## config.mk

```make
export PLATFORM = sky130hd
export DESIGN_NAME = omcc_mode_ctrl
export DESIGN_NICKNAME = d
export VERILOG_FILES = /design/src/omcc_pkg.sv /design/src/omcc_mode_ctrl.sv /design/src/omcc_ready_timer.sv /design/src/omcc_clock_divider.sv
export SDC_FILE = /design/constraint.sdc
export NUM_CORES = 1
export LEC_CHECK = 0
export ABC_CLOCK_PERIOD_IN_PS = 4100
export BUFFER_PORTS_ARGS = -buffer_cell sky130_fd_sc_hd__clkbuf_2
export CAP_MARGIN = 10
export CORE_ASPECT_RATIO = 0.6
export CORE_UTILIZATION = 24
export CTS_CLUSTER_SIZE = 16
export DETAILED_ROUTE_END_ITERATION = 8
export PLACE_DENSITY = 0.43
export SLEW_MARGIN = 20
export SYNTH_ARGS = -nofsm -noshare
export SYNTH_HDL_FRONTEND = slang
export SYNTH_SLANG_ARGS = --single-unit
```

## constraint.sdc

```tcl
create_clock -name clock -period 4.1 [get_ports clock]
set_clock_uncertainty 0.15 [all_clocks]
set_input_delay 0.205 -clock clock [delete_from_list [all_inputs] [get_ports clock]]
set_output_delay 0.205 -clock clock [all_outputs]
set_load 0.02 [all_outputs]
```

## src/omcc_pkg.sv

```systemverilog
package omcc_pkg;
  // register byte addresses (one aligned word each)
  localparam logic [3:0] ADDR_MODE_CTRL = 4'h0;
  localparam logic [3:0] ADDR_SYS_CTRL = 4'h4;
  localparam logic [3:0] ADDR_SUB_SRC = 4'h8;
  localparam logic [3:0] ADDR_IRQ_STATUS = 4'hc;
  // mode control fields
  localparam int MC_CKS_LSB = 5;
  localparam int MC_SLOW_RDY = 3;
  localparam int MC_FAST_RDY = 2;
  localparam int MC_IDLE_EN = 1;
  localparam int MC_HIGH_LOW_CLOCK_SELECT = 0;
  localparam logic [7:0] MODE_CTRL_RESET = 8'h03;
  // system control fields
  localparam int SC_SYSCLK_IDLE = 7;
  localparam int SC_SUB_ERR = 3;
  localparam int SC_LVR = 2;
  localparam int SC_LVCTL = 1;
  localparam int SC_WDCTL = 0;
  // sub-clock source field plus low-power bit at 7
  localparam logic [6:0] SUB_SRC_RC = 7'h2a;
  localparam logic [6:0] SUB_SRC_XTAL = 7'h55;
  localparam logic [7:0] SUB_SRC_RESET = 8'h2a;
  // interrupt register offsets within status word
  localparam int IRQ_ENABLE_LSB = 8;
  localparam int IRQ_CLEAR_LSB = 16;
  localparam int IRQ_N = 4;
  // event bits: 0 power-down entry, 1 fast ready, 2 slow ready, 3 sub error
  localparam int EV_PDOWN = 0;
  localparam int EV_FAST = 1;
  localparam int EV_SLOW = 2;
  localparam int EV_SUBERR = 3;
  // timing
  localparam int SLOW_XTAL_CYCLES = 1024;
  localparam int SLOW_RC_CYCLES = 2;
  localparam int CLOCK_MHZ = 20;
  localparam int FAST_STABLE_US = 100;
  localparam int FAST_STABLE_CYCLES = FAST_STABLE_US * CLOCK_MHZ;
  typedef enum logic [2:0] {
    OMCC_RUN,
    OMCC_DEEP_STOP,
    OMCC_STOP_SUB,
    OMCC_IDLE_SUB,
    OMCC_IDLE_SYS
  } omcc_mode_t;
endpackage : omcc_pkg

```

## src/omcc_mode_ctrl.sv

```systemverilog
`timescale 1ns/10ps
// What this block does
// - idle off at power-down with detector and watchdog disabled enters deep stop; all clocks and watchdog stop
// - low-voltage detect enabled blocks deep stop entry
// - stop with subclock keeps sub clock while detector or watchdog enabled
// - idle on, sysclk-in-idle off: core off, fast osc off, sub/timebase on
// - idle on, sysclk-in-idle on: core off, system and sub clocks stay
// - idle off gives a stop mode, idle on gives an idle mode
// - detector enabled keeps detector and sub clock running
// - stop modes disable peripherals except watchdog and detector
// - clock select field picks sub clock or fast clock divided 64 to 2
// - high/low select set routes undivided fast clock to system
// - switching to sub clock stops the fast oscillator
// - slow ready low in deep stop; 1024 or 2 cycles after wake
// - fast ready low at reset, stop and core-off-sub; set when stable
// - normal mode clocks core from fast clock divided 1 to 64
// - mode control bit 4 reads zero
// - undefined sub source sets error flag; only software write 0 clears
// - system control bits 6 to 4 read zero
// - sub source 0101010 rc, 1010101 crystal, other values reset
module omcc_mode_ctrl
  import omcc_pkg::*;
#(
  parameter int FAST_STABLE = FAST_STABLE_CYCLES
)
(
  // clock and reset
  input wire logic clock,
  input wire logic rst,
  // avalon-mm slave
  input wire logic [3:0] address,
  input wire logic read,
  input wire logic write,
  input wire logic [31:0] writedata,
  input wire logic [3:0] byteenable,
  output logic [31:0] readdata,
  output logic waitrequest,
  // core side
  input wire logic power_down,
  input wire logic wake_up,
  input wire logic watchdog_enable,
  input wire logic low_voltage_detect_enable,
  // clock gates
  output logic cpu_clk_en,
  output logic sys_clk_en,
  output logic sys_clk_from_sub,
  output logic sub_clk_en,
  output logic time_base_clk_en,
  output logic fast_osc_en,
  output logic watchdog_run,
  output logic detector_run,
  output logic peripheral_en,
  output logic mcu_reset_req,
  // interrupt
  output logic irq
);
  logic [2:0] clock_select_field;
  logic high_low_clock_select;
  logic idle_enable;
  logic sysclk_in_idle;
  logic subclock_select_error_flag;
  logic low_voltage_reset_flag;
  logic lv_control_reset_flag;
  logic watchdog_control_reset_flag;
  logic [7:0] subclock_source_control;
  logic [IRQ_N-1:0] irq_status;
  logic [IRQ_N-1:0] irq_enable;
  logic [IRQ_N-1:0] events;
  omcc_mode_t mode;
  omcc_mode_t next_mode;
  logic fast_osc_ready;
  logic slow_osc_ready;
  logic fast_ready_q;
  logic slow_ready_q;
  logic sub_src_bad;
  logic sys_tick;
  logic from_sub;
  logic ack;
  logic wr_mode;
  logic wr_sys;
  logic wr_sub;
  logic wr_irq;
  logic [10:0] slow_cycles;
  logic [10:0] fast_cycles;

  // one wait state: request seen, then acknowledged on the next edge
  always_ff @(posedge clock or posedge rst)
  begin
    if (rst)
      ack <= 1'b0;
    else
      ack <= (read || write) && !ack;
  end

  assign waitrequest = (read || write) && !ack;
  assign wr_mode = write && ack && address == ADDR_MODE_CTRL && byteenable[0];
  assign wr_sys = write && ack && address == ADDR_SYS_CTRL && byteenable[0];
  assign wr_sub = write && ack && address == ADDR_SUB_SRC && byteenable[0];
  assign wr_irq = write && ack && address == ADDR_IRQ_STATUS;

  // mode control register
  always_ff @(posedge clock or posedge rst)
  begin
    if (rst)
    begin
      clock_select_field <= MODE_CTRL_RESET[MC_CKS_LSB +: 3];
      idle_enable <= MODE_CTRL_RESET[MC_IDLE_EN];
      high_low_clock_select <= MODE_CTRL_RESET[MC_HIGH_LOW_CLOCK_SELECT];
    end
    else if (wr_mode)
    begin
      clock_select_field <= writedata[MC_CKS_LSB +: 3];
      idle_enable <= writedata[MC_IDLE_EN];
      high_low_clock_select <= writedata[MC_HIGH_LOW_CLOCK_SELECT];
    end
  end

  // system control register; reset flags are plain software bits here
  always_ff @(posedge clock or posedge rst)
  begin
    if (rst)
    begin
      sysclk_in_idle <= 1'b0;
      low_voltage_reset_flag <= 1'b0;
      lv_control_reset_flag <= 1'b0;
      watchdog_control_reset_flag <= 1'b0;
    end
    else if (wr_sys)
    begin
      sysclk_in_idle <= writedata[SC_SYSCLK_IDLE];
      low_voltage_reset_flag <= writedata[SC_LVR];
      lv_control_reset_flag <= writedata[SC_LVCTL];
      watchdog_control_reset_flag <= writedata[SC_WDCTL];
    end
  end

  always_ff @(posedge clock or posedge rst)
  begin
    if (rst)
      subclock_source_control <= SUB_SRC_RESET;
    else if (wr_sub)
      subclock_source_control <= writedata[7:0];
  end

  assign sub_src_bad = subclock_source_control[6:0] != SUB_SRC_RC &&
    subclock_source_control[6:0] != SUB_SRC_XTAL;
  assign mcu_reset_req = sub_src_bad;

  // set beats a software clear in the same cycle
  always_ff @(posedge clock or posedge rst)
  begin
    if (rst)
      subclock_select_error_flag <= 1'b0;
    else if (sub_src_bad)
      subclock_select_error_flag <= 1'b1;
    else if (wr_sys && !writedata[SC_SUB_ERR])
      subclock_select_error_flag <= 1'b0;
  end

  // power-down pulse sampled together with the enable bits
  always_comb
  begin
    next_mode = mode;
    case (mode)
      OMCC_RUN:
      begin
        if (power_down)
        begin
          if (!idle_enable)
          begin
            if (low_voltage_detect_enable || watchdog_enable)
              next_mode = OMCC_STOP_SUB;
            else
              next_mode = OMCC_DEEP_STOP;
          end
          else if (sysclk_in_idle)
            next_mode = OMCC_IDLE_SYS;
          else
            next_mode = OMCC_IDLE_SUB;
        end
      end
      OMCC_DEEP_STOP, OMCC_STOP_SUB, OMCC_IDLE_SUB, OMCC_IDLE_SYS:
      begin
        if (wake_up)
          next_mode = OMCC_RUN;
      end
      default: next_mode = OMCC_RUN;
    endcase
  end

  always_ff @(posedge clock or posedge rst)
  begin
    if (rst)
      mode <= OMCC_RUN;
    else
      mode <= next_mode;
  end

  // fast oscillator off while on the sub clock and in the stop and sub idle modes
  always_comb
  begin
    fast_osc_en = 1'b0;
    case (mode)
      OMCC_RUN: fast_osc_en = !from_sub;
      OMCC_IDLE_SYS: fast_osc_en = !from_sub;
      default: fast_osc_en = 1'b0;
    endcase
  end

  always_comb
  begin
    cpu_clk_en = 1'b0;
    sys_clk_en = 1'b0;
    sub_clk_en = 1'b0;
    time_base_clk_en = 1'b0;
    watchdog_run = 1'b0;
    detector_run = low_voltage_detect_enable;
    peripheral_en = 1'b0;
    case (mode)
      OMCC_RUN:
      begin
        cpu_clk_en = sys_tick && (from_sub || fast_osc_ready);
        sys_clk_en = sys_tick && (from_sub || fast_osc_ready);
        sub_clk_en = 1'b1;
        time_base_clk_en = 1'b1;
        watchdog_run = watchdog_enable;
        peripheral_en = 1'b1;
      end
      OMCC_DEEP_STOP:
        sub_clk_en = low_voltage_detect_enable;
      OMCC_STOP_SUB:
      begin
        sub_clk_en = low_voltage_detect_enable || watchdog_enable;
        watchdog_run = watchdog_enable;
      end
      OMCC_IDLE_SUB:
      begin
        sub_clk_en = 1'b1;
        time_base_clk_en = 1'b1;
        watchdog_run = watchdog_enable;
        peripheral_en = 1'b1;
      end
      OMCC_IDLE_SYS:
      begin
        sys_clk_en = sys_tick;
        sub_clk_en = 1'b1;
        time_base_clk_en = 1'b1;
        watchdog_run = watchdog_enable;
        peripheral_en = 1'b1;
      end
      default:
        sub_clk_en = low_voltage_detect_enable;
    endcase
  end

  assign sys_clk_from_sub = from_sub;

  omcc_clock_divider u_div (
    .clock(clock),
    .rst(rst),
    .fast_on(fast_osc_ready),
    .high_low_clock_select(high_low_clock_select),
    .clock_select_field(clock_select_field),
    .sys_tick(sys_tick),
    .sys_from_sub(from_sub)
  );

  assign fast_cycles = (FAST_STABLE > 2047) ? 11'h7ff : 11'(FAST_STABLE);
  assign slow_cycles = subclock_source_control[6:0] == SUB_SRC_XTAL ?
    11'(SLOW_XTAL_CYCLES) : 11'(SLOW_RC_CYCLES);

  omcc_ready_timer u_fast (
    .clock(clock),
    .rst(rst),
    .run(fast_osc_en),
    .cycles(fast_cycles),
    .ready(fast_osc_ready)
  );

  omcc_ready_timer u_slow (
    .clock(clock),
    .rst(rst),
    .run(sub_clk_en),
    .cycles(slow_cycles),
    .ready(slow_osc_ready)
  );

  always_ff @(posedge clock or posedge rst)
  begin
    if (rst)
    begin
      fast_ready_q <= 1'b0;
      slow_ready_q <= 1'b0;
    end
    else
    begin
      fast_ready_q <= fast_osc_ready;
      slow_ready_q <= slow_osc_ready;
    end
  end

  assign events[EV_PDOWN] = power_down && mode == OMCC_RUN;
  assign events[EV_FAST] = fast_osc_ready && !fast_ready_q;
  assign events[EV_SLOW] = slow_osc_ready && !slow_ready_q;
  assign events[EV_SUBERR] = sub_src_bad && !subclock_select_error_flag;

  // sticky status; a new event wins over the write-one clear
  always_ff @(posedge clock or posedge rst)
  begin
    if (rst)
      irq_status <= '0;
    else if (wr_irq && byteenable[2])
      irq_status <= events |
        (irq_status & ~writedata[IRQ_CLEAR_LSB +: IRQ_N]);
    else
      irq_status <= irq_status | events;
  end

  always_ff @(posedge clock or posedge rst)
  begin
    if (rst)
      irq_enable <= '0;
    else if (wr_irq && byteenable[1])
      irq_enable <= writedata[IRQ_ENABLE_LSB +: IRQ_N];
  end

  assign irq = |(irq_status & irq_enable);

  // unmapped addresses read zero; unimplemented bits read zero
  always_ff @(posedge clock or posedge rst)
  begin
    if (rst)
      readdata <= 32'h0000_0000;
    else
    begin
      readdata <= 32'h0000_0000;
      case (address)
        ADDR_MODE_CTRL:
          readdata[7:0] <= {clock_select_field, 1'b0,
            slow_osc_ready, fast_osc_ready, idle_enable,
            high_low_clock_select};
        ADDR_SYS_CTRL:
          readdata[7:0] <= {sysclk_in_idle, 3'h0,
            subclock_select_error_flag, low_voltage_reset_flag,
            lv_control_reset_flag, watchdog_control_reset_flag};
        ADDR_SUB_SRC:
          readdata[7:0] <= subclock_source_control;
        ADDR_IRQ_STATUS:
          readdata[IRQ_ENABLE_LSB + IRQ_N - 1:0] <= {irq_enable, 4'h0,
            irq_status};
        default:
          readdata <= 32'h0000_0000;
      endcase
    end
  end
endmodule : omcc_mode_ctrl

```

## src/omcc_ready_timer.sv

```systemverilog
`timescale 1ns/10ps
module omcc_ready_timer
  import omcc_pkg::*;
(
  // clock and reset
  input wire logic clock,
  input wire logic rst,
  // control
  input wire logic run,
  input wire logic [10:0] cycles,
  // status
  output logic ready
);
  logic [10:0] count;

  // ready falls whenever run drops and rises on the cycles-th edge of run
  always_ff @(posedge clock or posedge rst)
  begin
    if (rst)
      count <= 11'h000;
    else if (!run)
      count <= 11'h000;
    else if (count < cycles)
      count <= count + 11'h001;
  end

  always_ff @(posedge clock or posedge rst)
  begin
    if (rst)
      ready <= 1'b0;
    else
      // twelve bits so a count saturated at 2047 cannot wrap to zero
      ready <= run && ({1'b0, count} + 12'h001 >= {1'b0, cycles});
  end
endmodule : omcc_ready_timer

```

## src/omcc_clock_divider.sv

```systemverilog
`timescale 1ns/10ps
module omcc_clock_divider
  import omcc_pkg::*;
(
  // clock and reset
  input wire logic clock,
  input wire logic rst,
  // selection
  input wire logic fast_on,
  input wire logic high_low_clock_select,
  input wire logic [2:0] clock_select_field,
  // output enables for the system clock
  output logic sys_tick,
  output logic sys_from_sub
);
  logic [5:0] prescale;
  logic [5:0] mask;

  // divider stops with the fast oscillator so no stale phase survives
  always_ff @(posedge clock or posedge rst)
  begin
    if (rst)
      prescale <= 6'h00;
    else if (!fast_on)
      prescale <= 6'h00;
    else
      prescale <= prescale + 6'h01;
  end

  always_comb
  begin
    case (clock_select_field)
      3'h2: mask = 6'h3f;
      3'h3: mask = 6'h1f;
      3'h4: mask = 6'h0f;
      3'h5: mask = 6'h07;
      3'h6: mask = 6'h03;
      3'h7: mask = 6'h01;
      default: mask = 6'h00;
    endcase
  end

  always_comb
  begin
    sys_from_sub = !high_low_clock_select && (clock_select_field[2:1] == 2'h0);
    if (high_low_clock_select)
      sys_tick = fast_on;
    else if (sys_from_sub)
      sys_tick = 1'b1;
    else
      sys_tick = fast_on && ((prescale & mask) == 6'h00);
  end
endmodule : omcc_clock_divider

```

-- Word-level counts from Yosys, hierarchy flattened
Cells that the tools add are included.
- input bits: 48
- word-level logic and storage cells: 125
- output and inout port bits: 44
- register bits: 74
- add/sub/neg operators: 5
- bitwise operators: 6
- reduce and logical (&&, ||, !) cells: 43
- equal/unequal tests: 20
- order comparisons: 4
- multiplexer cells: 26
- operators by type and width (kind ; count):
    $mux W11 ; 5
    $pmux W6 S6 ; 1
    $pmux W8 S4 ; 1
    $add A11 B1 Y12 const B ; 2
    $add A11 B1 Y11 const B ; 2
    $logic_and A1 B1 Y1 ; 22
    $eq A3 B3 Y1 const B ; 5
    $eq A3 B2 Y1 const B ; 4
    $ge A12 B11 Y1 ; 1
    $ge A12 B11 Y1 const B ; 1
    $mux W3 ; 4
    $reduce_or A4 Y1 ; 3
    $lt A11 B11 Y1 ; 1
    $lt A11 B11 Y1 const B ; 1
    $and A4 B4 Y4 ; 2
    $eq A4 B4 Y1 const B ; 2
    $mux W1 ; 8
    $mux W4 ; 2
    $ne A2 B2 Y1 const B ; 4
    $or A4 B4 Y4 ; 2
    $eq A7 B7 Y1 const B ; 1
    $logic_not A1 Y1 ; 7
    $ne A7 B6 Y1 const B ; 1
    $ne A7 B7 Y1 const B ; 1
    other kinds (18) ; 21

-- Depth between registers and ports, before layout
- word-level depth: 9
- depth in mapped cells: 10
- gate-level depth less buffers: 8

-- Cells and area by module
From an unflattened synthesis, not the netlist that was laid out.
- cell total of the unflattened synthesis: 500
- area, all modules: 5009.8 um^2
- modules (own cells, without submodules) (module ; cells an instance ; area an instance (um^2) ; times used ; sequential area each (um^2)):
    omcc_mode_ctrl ; 182 ; 2147.1 ; 1 ; 1107.3
    omcc_ready_timer (u_fast) ; 142 ; 1248.7 ; 1 ; 300.3
    omcc_ready_timer (u_slow) ; 138 ; 1233.7 ; 1 ; 300.3
    omcc_clock_divider ; 38 ; 380.4 ; 1 ; 150.1

-- Least setup slack after synthesis
OpenSTA, ideal clock, no wires.
- path type: register to register
- start point: register subclock_source_control[3]
- end point: register u_slow.count[1]
- cell stages (with the launch flop): 11
- clock period less this slack: 2.206 ns
- path slack: 1.894 ns
- arrival: 1.925 ns
- cells stage by stage: dfstp_2 and4bb_2 nand4_4 ha_1 nor4_1 and3_1 a21oi_2 buf_6 buf_2 mux2i_1 nor2_1
- longest elaborated chain between the ends: 4
- RTL lines (element ; line ; RTL):
    start: declaration ; omcc_mode_ctrl.sv:65 ; logic [7:0] subclock_source_control;
    start signal: assignment ; omcc_mode_ctrl.sv:142 ; subclock_source_control <= writedata[7:0];
    $eq A7 B7 Y1 ; omcc_mode_ctrl.sv:269 ; assign slow_cycles = subclock_source_control[6:0] == SUB_SRC_XTAL ?
    $mux W11 ; omcc_mode_ctrl.sv:269 ;
    $lt A11 B11 Y1 ; omcc_ready_timer.sv:23 ; else if (count < cycles)
    $ne A2 B2 Y1 (no source line) ; - ;
    end signal: assignment ; omcc_ready_timer.sv:24 ; count <= count + 11'h001;
    end: declaration ; omcc_ready_timer.sv:14 ; logic [10:0] count;
No other way between the ends.
A chain may end at the register's enable or synchronous reset.

-- Final worst setup path
- start point: register subclock_source_control[3]
- end point: register u_slow.count[4]
The elaborated chain is that of the path after synthesis.

==> metrics.md <==
| Metric | Value |
|---|---|
| Slowest stage delay, CP | `0.61 ns` |
| Worst reg2reg path startpoint | `subclock_source_control[3]` |
| Final TNS setup | `0 ns` |
| Clock buffer depth | `2` |
| Clock latency on the worst-skew pair | `around 0.34 ns` |
| Post-CTS resize count | `0` |
| Final Critical Period | `between 2 and 3 ns` |
| Ys Warns | `0` |
| # clock sinks | `74` |
| Hold path cells | `3` |
| Drt pass-1 iters | `6` |
| Worst setup SP type | `flop` |
| GRT Max-Usage Layer | `met1` |
| Final-report hold violation count | `0` |
| Final period util | `between 60% and 70%` |
| Met2 usage | `16.3%` |
| Number of cells produced by synthesis | `around 370` |
| Yosys reg bits | `74` |
| CTS Buf Count | `9` |
| Yosys top cell area share | `between 40% and 50%` |
| Worst hold path endpoint | `irq_status[3]` |
| PortBufs | `between 50 and 60` |
| Share of layout cells above drive strength 1 | `25.1%` |
| Max VDD drop | `approximately 0.00024 V` |
| Layout fillers | `between 1500 and 2000` |
| Top FF cell, synth | `dfrtp_1` |
| HP Class | `in2reg` |
| Fmax | `between 300 and 400 MHz` |
| Worst Path Max Fanout | `20` |
| Req. time, crit path | `between 4 and 5 ns` |
| Vias in the first global route | `around 2700` |
| RD Place Congestion | `0.782` |
| Kind of end point of the critical path | `flop` |
| R2r endpoint | `u_slow.count[4]` |
| Clock Tree Root | `clkbuf_16` |
| Failing checks | `design-rule violations` |
| GRT Util Overall | `between 10% and 20%` |
| Die Ht | `between 100 and 150 µm` |
| R2r worst-path depth | `8` |
| Post-CTS Hold Buffers | `16` |
| Core Util, Final | `a little over 30%` |
| Detailed Place HPWL | `6.61 mm` |
| Max-Cap Viols | `0` |
| Most instantiated cells after synthesis | `dfrtp_1 (69), nor2_1 (31), nand2_1 (24)` |
| Clk pin slew, worst setup/hold paths | `approximately 0.060 ns` |
| Full die area | `~17000 µm²` |
| Area Growth Syn to Fin | `22.2%` |
| Worst-margin pin slew | `approximately 0.94 ns` |
| Asr flop ratio synth | `100%` |
| Met1 Use GR | `between 10% and 20%` |
| Post-synthesis sequential area ratio | `a little under half` |
| Postcts setup bufs | `0` |
| Core Box Area | `15600 µm²` |
| Met3 usage | `approximately 3.3%` |
| Synth top area cells | `dfrtp_1 (45%), mux2_2 (5.8%), buf_4 (4.3%)` |
| H-Tree Depth | `3` |
| Pin count of the biggest net entering global routing | `45` |
| I/O pin count | `roughly 90` |
| Pwr dens | `approximately 460 nW/µm²` |
| Routed Wire Length | `9.04 mm` |
| Mean area per synthesized cell | `between 10 and 15 µm²` |
| Synth cell types | `53` |
| Vias | `about 2800` |
| Crit path kind | `reg2reg` |
| Status | `complete, but fails checks` |
| Grt ovf | `0` |
| Critical-path cell list | `and4bb_2 > nand4_4 > ha_1 > nor4_1 > and3_1 > a21oi_2 > o21ai_0 > a21oi_1` |
| Diode count | `0` |
| FP Rows | `35` |
| EDFF count, synth | `0` |
| First-pass GRT wire length | `~15 mm` |
| Max-slew headroom | `about 37%` |
| Most instantiated library cell after synthesis | `dfrtp_1` |
| Drt drc | `11` |
| Slowest-stage cell, CP | `a21oi_2` |
| Post-DRT Antenna Nets | `0` |
| WL/cell | `between 10 and 15 µm` |
| Leading area contributor after synthesis | `dfrtp_1` |
| Initial Util | `around a quarter` |
| CTS tree | `yes` |
| 1st-iter DRT viols | `approximately 150` |
| Via/cell ratio | `4.36` |
| NumNets Final | `497` |
| # setup viols final | `0` |
| Worst hold start | `writedata[19]` |
| Crit path arrival time | `2.69 ns` |
| RSZ-0062 raised after global routing | `false` |
| Count of pins over their slew limit | `0` |
| Chip width | `approximately 170 µm` |
| Synthesized cell area | `a little under 4000 µm²` |
| Lkg Pwr | `around 2.2 nW` |
| Initial antenna violation count | `0` |
| FF-to-FF setup slack | `around 1.5 ns` |
==> worst max-delay path, delay by kind of cell, from the launching register on <==
family	cells	cell delay, ns
compound gates	3	0.98
simple gates	4	0.63
flops	1	0.54
fa+ha+maj	1	0.20
==> placed cells by master, fill, tap and decap left out, types with 3 or more instances in the layout <==
| master | Yosys | final |
|---|---|---|
| dlygate4sd3_1 | 0 | 16 |
| mux4_2 | 4 | 4 |
| mux2_2 | 20 | 20 |
| mux2i_1 | 6 | 6 |
| clkbuf_16 | 0 | 9 |
| xnor2_1 | 10 | 10 |
| clkbuf_2 | 0 | 54 |
| inv_1 | 14 | 13 |
| nor2b_1 | 6 | 6 |
| o21ai_0 | 19 | 19 |
| dfstp_2 | 5 | 5 |
| and2_1 | 16 | 16 |
| and3_1 | 6 | 6 |
| nor2_1 | 31 | 31 |
| or3_1 | 9 | 9 |
| nand4_1 | 7 | 7 |
| ha_1 | 7 | 7 |
| nand3_1 | 11 | 11 |
| a21oi_1 | 20 | 20 |
| nor3_1 | 9 | 9 |
| conb_1 | 1 | 20 |
| nand2_1 | 24 | 24 |
| xor2_1 | 7 | 7 |
| dfrtp_1 | 69 | 69 |
| o2bb2ai_1 | 3 | 3 |
==> sequential cells by signal, summed over array words and instances (netlist names), 3 cells and up <==
name                     cells
irq_status                   4
clock_select_field           3
u_slow.count                11
readdata                    12
u_fast.count                11
irq_enable                   4
subclock_source_control      8
u_div.prescale               6
mode                         3
==> routing by layer <==
metal	part of all wire [%]	vias to the layer above
li1	-	1415
met1	55	1350
met5	0	-
met4	0.89	0
met3	4.2	9
met2	40	57
==> metrics by stage <==
stage,power [W],setup WS (ns),instances,instance area [µm²],hold slack [ns]
after global routing,0.00230,1.31,650,4740,0.0104
after detailed placement,0.00137,1.54,618,4270,0.285
after CTS,0.00221,1.51,650,4740,0.00556
after global placement,0.00136,1.57,618,4270,0.276
final,0.00218,1.52,650,4740,0.0132
after floorplan,0.00127,1.87,392,3950,0.164
==> final cells by class <==
type / count / area [µm²] / area share [%]
flip-flops and latches: 74 / 1860 / 39.2
multi-input cells: 271 / 1820 / 38.3
repair buffers: 72 / 445 / 9.40
well taps: 203 / 254 / 5.36
clock buffers: 11 / 253 / 5.33
clock inverters: 5 / 62.6 / 1.32
inverters: 14 / 52.6 / 1.11
==> report_power, final <==
group	leakage (nW)	internal, W	switching [W]
Clock	0.148	0.000506	0.000314
Sequential	0.970	0.000810	0.0000788
Combinational	1.04	0.000185	0.000287
Total	2.16	0.00150	0.000680
==> worst max path at each step <==
stage | to | cells past startpoint | start | slack [ns]
finish | u_slow.count[4] | 8 | subclock_source_control[3] | 1.52
global route | u_slow.count[4] | 8 | subclock_source_control[3] | 1.31
CTS | u_slow.count[4] | 8 | subclock_source_control[3] | 1.51
detailed placement | u_slow.count[4] | 8 | subclock_source_control[3] | 1.54
global placement | u_slow.count[1] | 8 | subclock_source_control[5] | 1.57
floorplan | ack | 1 | rst | 1.87
==> logic make-up (layout without fill, tap and decap cells) <==
| kind of cell | Yosys count | after routing | share of synthesized area (%) |
|---|---|---|---|
| simple gates | 137 | 137 | 19.5 |
| flops | 74 | 74 | 47.9 |
| compound gates | 60 | 60 | 9.58 |
| buf+inv | 47 | 102 | 7.16 |
| mux | 30 | 30 | 9.67 |
| xor+xnor | 17 | 17 | 3.84 |
| fa+ha+maj | 7 | 7 | 2.26 |
| other cells | 1 | 20 | 0.0967 |
Power figures use the tool's default switching activity.
